==> config.mk <==
export PLATFORM = sky130hd
export DESIGN_NAME = pci_bus_control
export DESIGN_NICKNAME = d
export VERILOG_FILES = /design/src/pci_ctl_pkg.sv /design/src/pci_parity_gen.sv /design/src/pci_target_decode.sv /design/src/pci_bus_control.sv
export SDC_FILE = /design/constraint.sdc
export NUM_CORES = 1
export LEC_CHECK = 0
export BUFFER_PORTS_ARGS = -buffer_cell sky130_fd_sc_hd__buf_2
export CORE_UTILIZATION = 44
export CTS_BUF_LIST = sky130_fd_sc_hd__clkbuf_8
export CTS_CLUSTER_DIAMETER = 50
export DETAILED_ROUTE_END_ITERATION = 8
export GPL_ROUTABILITY_DRIVEN = 0
export PLACE_DENSITY = 0.75
export SLEW_MARGIN = 20
export SYNTH_ARGS = -nofsm -noshare
export SYNTH_HDL_FRONTEND = slang
export SYNTH_SLANG_ARGS = --single-unit
export TNS_END_PERCENT = 50
==> constraint.sdc <==
create_clock -name ref_clk_i -period 11.18 [get_ports ref_clk_i]
set_input_delay 0.559 -clock ref_clk_i [delete_from_list [all_inputs] [get_ports ref_clk_i]]
set_output_delay 0.559 -clock ref_clk_i [all_outputs]
set_load 0.02 [all_outputs]
==> src/pci_ctl_pkg.sv <==
package pci_ctl_pkg;

  // ----------------------------------------------------------------
  // Command register bits
  // ----------------------------------------------------------------
  localparam int PERR_ENABLE_BIT = 6;
  localparam int SERR_ENABLE_BIT = 8;

  // ----------------------------------------------------------------
  // Bus commands
  // ----------------------------------------------------------------
  localparam logic [3:0] CMD_MEM_READ = 4'h6;
  localparam logic [3:0] CMD_MEM_WRITE = 4'h7;
  localparam logic [3:0] CMD_CFG_READ = 4'hA;
  localparam logic [3:0] CMD_CFG_WRITE = 4'hB;

  // ----------------------------------------------------------------
  // Timing and idle byte enables
  // ----------------------------------------------------------------
  localparam int ABORT_CLOCKS = 5;
  localparam logic [2:0] ABORT_COUNT = 3'h5;
  localparam logic [3:0] BYTE_EN_NONE = 4'hF;

endpackage

==> src/pci_parity_gen.sv <==
module pci_parity_gen (
  // Bus lines
  input wire logic [31:0] ad_i,
  input wire logic [3:0] cbe_i,
  // Even parity bit
  output logic par_o
);
  assign par_o = ^{ad_i, cbe_i};
endmodule // pci_parity_gen

==> src/pci_target_decode.sv <==
module pci_target_decode (
  // Address phase contents
  input wire logic [31:0] ad_i,
  input wire logic [3:0] cbe_i,
  input wire logic idsel_i,
  input wire logic [31:0] mem_base_i,
  input wire logic [31:0] mem_mask_i,
  // Decode result
  output logic hit_o,
  output logic is_write_o
);
  logic cfg_cmd;
  logic mem_cmd;
  assign cfg_cmd = (cbe_i == pci_ctl_pkg::CMD_CFG_READ) || (cbe_i == pci_ctl_pkg::CMD_CFG_WRITE);
  assign mem_cmd = (cbe_i == pci_ctl_pkg::CMD_MEM_READ) || (cbe_i == pci_ctl_pkg::CMD_MEM_WRITE);
  // Config cycles claimed only with select active
  assign hit_o = (cfg_cmd && idsel_i && (ad_i[1:0] == 2'h0)) ||
                 (mem_cmd && ((ad_i & mem_mask_i) == (mem_base_i & mem_mask_i)));
  assign is_write_o = cbe_i[0];
endmodule // pci_target_decode

==> src/pci_bus_control.sv <==
module pci_bus_control #(
  parameter logic [31:0] MEM_BASE = 32'h0000_0000,
  parameter logic [31:0] MEM_MASK = 32'hFFFF_F000
) (
  // Clock and reset
  input wire logic ref_clk_i,
  input wire logic sys_rst_i,
  // Address/data and command lines
  input wire logic [31:0] ad_i,
  output logic [31:0] ad_o,
  output logic ad_oe_o,
  input wire logic [3:0] cbe_i,
  output logic [3:0] cbe_o,
  output logic cbe_oe_o,
  input wire logic par_i,
  output logic par_o,
  output logic par_oe_o,
  // Handshake lines, active low
  input wire logic frame_n_i,
  output logic frame_n_o,
  output logic frame_oe_o,
  input wire logic irdy_n_i,
  output logic irdy_n_o,
  output logic irdy_oe_o,
  input wire logic trdy_n_i,
  output logic trdy_n_o,
  output logic trdy_oe_o,
  input wire logic devsel_n_i,
  output logic devsel_n_o,
  output logic devsel_oe_o,
  input wire logic stop_n_i,
  output logic stop_n_o,
  output logic stop_oe_o,
  output logic perr_n_o,
  output logic perr_oe_o,
  output logic serr_n_o,
  output logic serr_oe_o,
  // Arbitration and selection
  output logic req_n_o,
  input wire logic gnt_n_i,
  input wire logic idsel_i,
  // Command register enable bits
  input wire logic [15:0] command_i,
  // Error sources
  input wire logic sys_err_i,
  input wire logic card_addr_perr_i,
  // Initiator user side
  input wire logic mst_start_i,
  input wire logic [31:0] mst_addr_i,
  input wire logic [3:0] mst_cmd_i,
  input wire logic [31:0] mst_wdata_i,
  input wire logic [3:0] mst_be_n_i,
  output logic mst_busy_o,
  output logic mst_done_o,
  output logic mst_abort_o,
  output logic [31:0] mst_rdata_o,
  // Target user side
  input wire logic [31:0] tgt_rdata_i,
  output logic tgt_write_o,
  output logic [31:0] tgt_wdata_o,
  output logic [3:0] tgt_be_n_o,
  output logic [31:0] tgt_addr_o
);

  // ----------------------------------------------------------------
  // State
  // ----------------------------------------------------------------
  typedef enum logic [2:0] {IDLE, M_ADDR, M_DATA, M_TURN, T_CLAIM, T_DATA, T_TURN} bus_state_type;
  bus_state_type state;
  logic [2:0] wait_cnt;
  logic pending, mst_write, tgt_is_write, tgt_hit, dec_write, calc_par;
  logic par_check, serr_en, perr_en, bus_idle, data_done;

  assign perr_en = command_i[pci_ctl_pkg::PERR_ENABLE_BIT];
  assign serr_en = command_i[pci_ctl_pkg::SERR_ENABLE_BIT];
  assign bus_idle = frame_n_i && irdy_n_i;
  assign data_done = !irdy_n_i && !trdy_n_i;

  pci_target_decode u_decode (
    .ad_i(ad_i), .cbe_i(cbe_i), .idsel_i(idsel_i),
    .mem_base_i(MEM_BASE), .mem_mask_i(MEM_MASK), .hit_o(tgt_hit), .is_write_o(dec_write)
  );

  pci_parity_gen u_parity (
    .ad_i(ad_oe_o ? ad_o : ad_i), .cbe_i(cbe_oe_o ? cbe_o : cbe_i), .par_o(calc_par)
  );

  // ----------------------------------------------------------------
  // Request and sequencing
  // ----------------------------------------------------------------
  always_ff @(posedge ref_clk_i or posedge sys_rst_i) begin
    if (sys_rst_i) begin
      pending <= 1'b0;
    end else if (mst_start_i) begin
      pending <= 1'b1;
    end else if (state == M_ADDR) begin
      pending <= 1'b0;
    end
  end

  always_ff @(posedge ref_clk_i or posedge sys_rst_i) begin
    if (sys_rst_i) begin
      req_n_o <= 1'b1;
    end else begin
      req_n_o <= !(pending && state == IDLE);
    end
  end

  always_ff @(posedge ref_clk_i or posedge sys_rst_i) begin
    if (sys_rst_i) begin
      state <= IDLE;
      wait_cnt <= 3'h0;
      mst_write <= 1'b0;
      tgt_is_write <= 1'b0;
      mst_done_o <= 1'b0;
      mst_abort_o <= 1'b0;
      mst_rdata_o <= 32'h0000_0000;
      tgt_write_o <= 1'b0;
      tgt_wdata_o <= 32'h0000_0000;
      tgt_be_n_o <= pci_ctl_pkg::BYTE_EN_NONE;
      tgt_addr_o <= 32'h0000_0000;
    end else begin
      mst_done_o <= 1'b0;
      mst_abort_o <= 1'b0;
      tgt_write_o <= 1'b0;
      case (state)
        IDLE: begin
          if (!frame_n_i && tgt_hit) begin
            state <= T_CLAIM;
            tgt_is_write <= dec_write;
            tgt_addr_o <= ad_i;
          end else if (pending && !gnt_n_i && bus_idle) begin
            state <= M_ADDR;
            mst_write <= mst_cmd_i[0];
          end
        end
        M_ADDR: begin
          state <= M_DATA;
          wait_cnt <= 3'h1;
        end
        M_DATA: begin
          wait_cnt <= wait_cnt + 3'h1;
          if (data_done) begin
            state <= M_TURN;
            mst_done_o <= 1'b1;
            mst_rdata_o <= ad_i;
          end else if (!stop_n_i) begin
            state <= M_TURN;
            mst_abort_o <= 1'b1;
          end else if (devsel_n_i && wait_cnt == pci_ctl_pkg::ABORT_COUNT) begin
            state <= M_TURN;
            mst_abort_o <= 1'b1;
          end
        end
        M_TURN: state <= IDLE;
        T_CLAIM: state <= T_DATA;
        T_DATA: begin
          if (!irdy_n_i) begin
            state <= T_TURN;
            tgt_write_o <= tgt_is_write;
            tgt_wdata_o <= ad_i;
            tgt_be_n_o <= cbe_i;
          end
        end
        default: state <= IDLE;
      endcase
    end
  end

  // ----------------------------------------------------------------
  // Pin drivers
  // ----------------------------------------------------------------
  always_ff @(posedge ref_clk_i or posedge sys_rst_i) begin
    if (sys_rst_i) begin
      frame_n_o <= 1'b1;
      frame_oe_o <= 1'b0;
      irdy_n_o <= 1'b1;
      irdy_oe_o <= 1'b0;
      ad_o <= 32'h0000_0000;
      ad_oe_o <= 1'b0;
      cbe_o <= pci_ctl_pkg::BYTE_EN_NONE;
      cbe_oe_o <= 1'b0;
    end else begin
      if (state == IDLE && !gnt_n_i && bus_idle && !(!frame_n_i && tgt_hit)) begin
        // Parked or starting: drive AD and C/BE so they never float while granted
        ad_oe_o <= 1'b1;
        cbe_oe_o <= 1'b1;
        ad_o <= pending ? mst_addr_i : 32'h0000_0000;
        cbe_o <= pending ? mst_cmd_i : pci_ctl_pkg::BYTE_EN_NONE;
        frame_n_o <= !pending;
        frame_oe_o <= pending;
        irdy_oe_o <= pending;
        irdy_n_o <= 1'b1;
      end else if (state == M_ADDR) begin
        // Single data phase, so frame drops with irdy on
        frame_n_o <= 1'b1;
        irdy_n_o <= 1'b0;
        cbe_o <= mst_be_n_i;
        ad_o <= mst_wdata_i;
        ad_oe_o <= mst_write;
      end else if (state == M_DATA && (data_done || !stop_n_i ||
                   (devsel_n_i && wait_cnt == pci_ctl_pkg::ABORT_COUNT))) begin
        irdy_n_o <= 1'b1;
        ad_oe_o <= 1'b0;
        cbe_oe_o <= 1'b0;
      end else if (state == M_TURN || (state == IDLE && gnt_n_i)) begin
        frame_oe_o <= 1'b0;
        irdy_oe_o <= 1'b0;
        ad_oe_o <= 1'b0;
        cbe_oe_o <= 1'b0;
      end else if (state == T_CLAIM) begin
        ad_o <= tgt_rdata_i;
        ad_oe_o <= !tgt_is_write;
      end else if (state == T_DATA && !irdy_n_i) begin
        ad_oe_o <= 1'b0;
      end
    end
  end

  always_ff @(posedge ref_clk_i or posedge sys_rst_i) begin
    if (sys_rst_i) begin
      devsel_n_o <= 1'b1;
      devsel_oe_o <= 1'b0;
      trdy_n_o <= 1'b1;
      trdy_oe_o <= 1'b0;
      stop_n_o <= 1'b1;
      stop_oe_o <= 1'b0;
    end else begin
      stop_n_o <= 1'b1;
      if (state == IDLE && !frame_n_i && tgt_hit) begin
        devsel_n_o <= 1'b0;
        devsel_oe_o <= 1'b1;
        trdy_oe_o <= 1'b1;
        stop_oe_o <= 1'b1;
      end else if (state == T_CLAIM) begin
        trdy_n_o <= 1'b0;
      end else if (state == T_DATA && !irdy_n_i) begin
        devsel_n_o <= 1'b1;
        trdy_n_o <= 1'b1;
      end else if (state == T_TURN) begin
        devsel_oe_o <= 1'b0;
        trdy_oe_o <= 1'b0;
        stop_oe_o <= 1'b0;
      end
    end
  end

  // ----------------------------------------------------------------
  // Parity and errors
  // ----------------------------------------------------------------
  always_ff @(posedge ref_clk_i or posedge sys_rst_i) begin
    if (sys_rst_i) begin
      par_o <= 1'b0;
      par_oe_o <= 1'b0;
      par_check <= 1'b0;
      perr_n_o <= 1'b1;
      perr_oe_o <= 1'b0;
      serr_n_o <= 1'b1;
      serr_oe_o <= 1'b0;
    end else begin
      par_o <= calc_par;
      par_oe_o <= ad_oe_o;
      par_check <= (state == T_DATA) && !irdy_n_i && tgt_is_write;
      perr_n_o <= !(par_check && perr_en && (par_o != par_i));
      perr_oe_o <= par_check && perr_en;
      serr_n_o <= !(serr_en && (sys_err_i || card_addr_perr_i));
      serr_oe_o <= serr_en && (sys_err_i || card_addr_perr_i);
    end
  end

  always_ff @(posedge ref_clk_i or posedge sys_rst_i) begin
    if (sys_rst_i) begin
      mst_busy_o <= 1'b0;
    end else begin
      mst_busy_o <= pending || (state inside {M_ADDR, M_DATA, M_TURN});
    end
  end
endmodule // pci_bus_control

; After elaboration in Yosys (flattened, before gate mapping)
; Cells that the tools add are included.
; W data, S select, Z words.
[classes]
n_lt_le_gt_ge = 0
muxes = 55
n_div = 0
n_bitwise = 3
addsub = 1
shift = 0
mul = 0
eq_ne = 21
n_reduce_logical = 68
[ops]
columns = op, n
row1 = $mux W32, 7
row2 = $mux W1, 36
row3 = $reduce_xor A36 Y1, 1
row4 = $logic_not A32 Y1, 1
row5 = $logic_and A1 B1 Y1, 22
row6 = $mux W3, 6
row7 = $mux W4, 4
row8 = $pmux W3 S5, 1
row9 = $reduce_and A3 Y1, 5
row10 = $reduce_bool A2 Y1, 7
row11 = $eq A3 B3 Y1 const B, 4
row12 = $reduce_and A2 Y1, 6
row13 = $reduce_bool A3 Y1, 4
row14 = $logic_not A1 Y1, 11
row15 = $ne A2 B2 Y1 const B, 5
row16 = $eq A4 B3 Y1 const B, 2
row17 = $eq A4 B4 Y1 const B, 2
row18 = $logic_or A1 B1 Y1, 8
row19 = $eq A3 B2 Y1 const B, 2
row20 = $ne A3 B2 Y1 const B, 2
row21 = $pmux W3 S2, 1
row22 = $reduce_bool A6 Y1, 1
row23 = $ne A4 B4 Y1 const B, 1
row24 = $add A3 B1 Y3 const B, 1
row25 = other kinds (6), 8
[totals]
elab_cells = 179
out_inout_bits = 159
mem_count = 0
ramBits = 0
reg_bits = 165
rom_bits = 0
latch_bits = 0

; Depth between registers and ports, before layout
[depth]
ltp_word = 10
mapped_depth = 8

; By module
; From an unflattened synthesis, not the netlist that was laid out.
[unflattened]
cells_unflattened = 702
hier_area_um2 = 8147.8
[by_module_without_submodules]
columns = mod, cells_each, instances, area_per_inst_um2
row1 = pci_bus_control, 610, 1, 7362.1
row2 = pci_target_decode, 58, 1, 474.2
row3 = pci_parity_gen, 34, 1, 311.5

; Worst setup path after synthesis
; OpenSTA, ideal clock, no wires.
[synth_timing]
path_kind = input -> register
from = input ad_i[17]
to = register tgt_addr_o[0]
setup_slack_ns = 8.690
t_arrival_ns = 2.365
path_buffers = 1
path_stages = 6
cell_sequence = or4_1 > or4_1 > a21oi_2 > nand2_2 > buf_6 > mux2_4
[synth_via]
elab_chain_cells = 5
[synth_lines]
columns = item, line_no
row1 = from (decl), pci_bus_control.sv:9  ; input wire logic [31:0] ad_i,
row2 = $logic_not A32 Y1, pci_target_decode.sv:18  ; (mem_cmd && ((ad_i & mem_mask_i) == (mem_base_i & mem_mask_i)));
row3 = $logic_and A1 B1 Y1, pci_target_decode.sv:18
row4 = $logic_or A1 B1 Y1, pci_target_decode.sv:17  ; assign hit_o = (cfg_cmd && idsel_i && (ad_i[1:0] == 2'h0)) ||
row5 = $logic_and A1 B1 Y1, pci_bus_control.sv:128  ; if (!frame_n_i && tgt_hit) begin
row6 = $reduce_and A2 Y1 (no line), n/a
row7 = to (signal assigned), pci_bus_control.sv:131  ; tgt_addr_o <= ad_i;
row8 = to (decl), pci_bus_control.sv:62  ; output logic [31:0] tgt_addr_o
; No other way between the ends.
; A chain may end at the register's enable or synchronous reset.

; Worst setup path after layout
[layout_timing]
from = input ad_i[29]
to = register tgt_addr_o[22]
; The elaborated chain is that of the path after synthesis.

==> results_dict.tcl <==
set metrics [dict create \
    post-route-period-util_pct 23.2 \
    r2r-end "mst_rdata_o[29]" \
    wl_met3_mm 1.40 \
    drtPass1Iterations 5 \
    grt_pass1_wl_mm 34.7 \
    cp-endpoint "tgt_addr_o[22]" \
    numCtsBuffers 17 \
    relSlewSlack_pct 27.4 \
    tightest_slew_ns 1.09 \
    synth-seq-area-share_pct 54.3 \
    grt_setup_unrepaired "no" \
    finalPower_mw 2.44 \
    path_clk_slew_ns 0.10 \
    synth_common_cells "nand2_1, dfrtp_1, nor2_1" \
    cts_tree "done" \
    final.setup_skew_ns 0.0140 \
    start_util_pct 45.5 \
    drv_cap 0 \
    crit_type "input pin to flop" \
    overflow 0 \
    synth_top_area_share_pct 49.2 \
    routed_wl_mm 21.8 \
    setup_violations 0 \
    die-area_um2 17900 \
    r2r_slack_ns 8.63 \
    grt_max_degree 103 \
    cts_buffer_depth 2 \
    cts_root_buf "clkbuf_8" \
    htreeDepth 4 \
    portBuffers 312 \
    synth.most_common_cell "nand2_1" \
    synth-seq-cells 165 \
    cp_slowest_stage_delay_ns 0.51 \
    cts_resized 0 \
    final-seq-area_um2 4150 \
    crit_arrival_ns 2.94 \
    drt-initial-drc-count 415 \
    outcome "completed" \
    power.static_leakage_nw 5.21 \
    synthArstFlopShare_pct 100 \
    vias 6433 \
    syn2layout_area_growth_pct 27.6 \
    finalHoldViolCount 0 \
    grt_pass1_vias 6321 \
    ys_top_cells_by_area "dfrtp_1, nand2_1, mux2_4, dfstp_2, mux2_2" \
    ys_warn_count 0 \
    power.density_nw_per_um2 250 \
    critPathMaxFanout 34 \
    yosys.area.top_type "dfrtp_1" \
    wl_met2_mm 10.5 \
    synth_area_um2 7630 \
    die_y_um 134 \
    multi_input_area_um2 3250 \
    via_per_inst 5.14 \
    setup_tns_ns 0 \
    vdd_drop_max_v 0.000154 \
    highest_layer "met4" \
    wl_per_cell_um 17.4 \
    reg2reg_depth 6 \
    drc 0 \
    rr_startpoint "state[2]" \
    wl_met1_mm 9.51 \
    postCtsSetupRepairBufs 0 \
    finalNetCount 1190 \
    path_cells "buf_2 > nor4b_1 > nand4_1 > or4_1 > a21oi_2 > nand2_2 > buf_4 > mux2_4" \
    hold_path_depth 2 \
    cts.sinks 165 \
    drive_gt1_share_pct 41.9 \
    die_width_um 134 \
    syn_area_per_cell_um2 10.5 \
    ys.flop_type "dfrtp_1" \
    fillers 1441 \
    endpoint_kind "flop" \
    ant_nets 0 \
    core_region_area_um2 16800 \
    crit_path_top_delay_cell "or4_1" \
    max_freq_mhz 386 \
    start_kind "input pin" \
    final_max_slew_viol_count 0 \
    synth_cell_types 47 \
    synthCells 724 \
    place_hpwl_mm 16.1 \
    hold_buffers 0 \
    synth-edff-count 0 \
    hold_slack_ns 0.254 \
    antenna_cells 0 \
    period_needed_ns 2.59 \
    antenna_found_initial 0 \
    critPathLaunch "ad_i[29]" \
    synthesis.nets 895 \
    cp.required_ns 11.53 \
    rows 47 \
    num_io_pins 328 \
    worstHoldPathType "input pin to flop" \
    grt_use_total_pct 25.4 \
    clk_latency_ns 0.46 \
]
## layout make-up
type,instances,area share (%)
Clock inverter,15,1.62
Sequential cell,165,42.6
Clock buffer,17,2.40
Tap cell,220,2.83
Multi-Input combinational cell,501,33.3
Inverter,14,0.591
Timing Repair Buffer,320,16.6
## cell families (layout without fill, tap and decap cells)
kind of cell             Yosys count  in the layout  share of synthesized area (%)
AO/OA/AOI/OAI                    109            109                           8.31
XOR/XNOR                          53             53                           6.44
adder cells (fa/ha/maj)            2              2                          0.328
buffers and inverters             58            366                           3.36
flip-flops                       165            165                           54.3
multiplexers                      84             84                           13.6
other                              1              1                         0.0491
AND/OR/NAND/NOR                  252            252                           13.6
## registers in the layout, indices dropped and copies added, names as in the netlist, 3 cells and up
name,flops
cbe_o,4
state,3
tgt_addr_o,32
ad_o,32
mst_rdata_o,32
tgt_wdata_o,32
wait_cnt,3
tgt_be_n_o,4
## worst min path at each step
stage,from,endpoint,slack [ns]
2_1_floorplan,par_check,perr_oe_o,0.46
3_3_place_gp,frame_n_o,frame_n_o,0.45
3_5_place_dp,mst_rdata_o[24],mst_rdata_o[24],0.46
4_1_cts,sys_err_i,serr_n_o,0.23
5_1_grt,sys_err_i,serr_n_o,0.24
6_report,sys_err_i,serr_n_o,0.25
## cells in the final DEF, fill, tap and decap left out, drive strengths merged, types with 2 or more instances in the layout
cell,n
buf,320
nand2,173
dfrtp,150
mux2,70
nor2,49
o21ai,42
a31oi,34
xor2,29
inv,24
xnor2,22
a21oi,19
clkbuf,17
dfstp,15
mux2i,14
nand2b,6
and2,5
o22ai,4
a222oi,4
nor3,4
nor4b,3
nor4,3
clkinvlp,3
or4,2
a21o,2
xnor3,2
ha,2
or2,2
## report_power, final
| group | switching [mW] | total, mW | leakage (nW) | internal, mW |
|---|---|---|---|---|
| clock network | 0.249 | 0.435 | 0.194 | 0.186 |
| logic | 0.632 | 1.06 | 2.93 | 0.431 |
| registers | 0.159 | 0.940 | 2.09 | 0.781 |
## critical path, delay by kind of cell
kind	cells	cell delay, ns
AOI/OAI and AO/OA	1	0.26
buffers and inverters	2	0.46
muxes	1	0.38
and+or+nand+nor	4	1.21
## per-stage QoR
step | utilization [%] | std cells | instance area, um^2 | worst slack, ns
after floorplan | - | 724 | 7630 | 6.18
after global placement | 55.8 | 1220 | 9350 | 7.97
after detailed placement | 55.8 | 1220 | 9350 | 7.98
after CTS | 58.1 | 1252 | 9740 | 8.48
after global routing | 58.1 | 1252 | 9740 | 8.34
final | 58.1 | 1252 | 9740 | 8.59
## layer usage
layer | up-vias | GRT usage [%]
met5 | - | 0
met3 | 23 | 5.90
met1 | 3130 | 34.0
li1 | 3021 | -
met4 | 0 | 7.13
met2 | 259 | 41.2
Note: power is estimated with default switching activity, not from simulation.
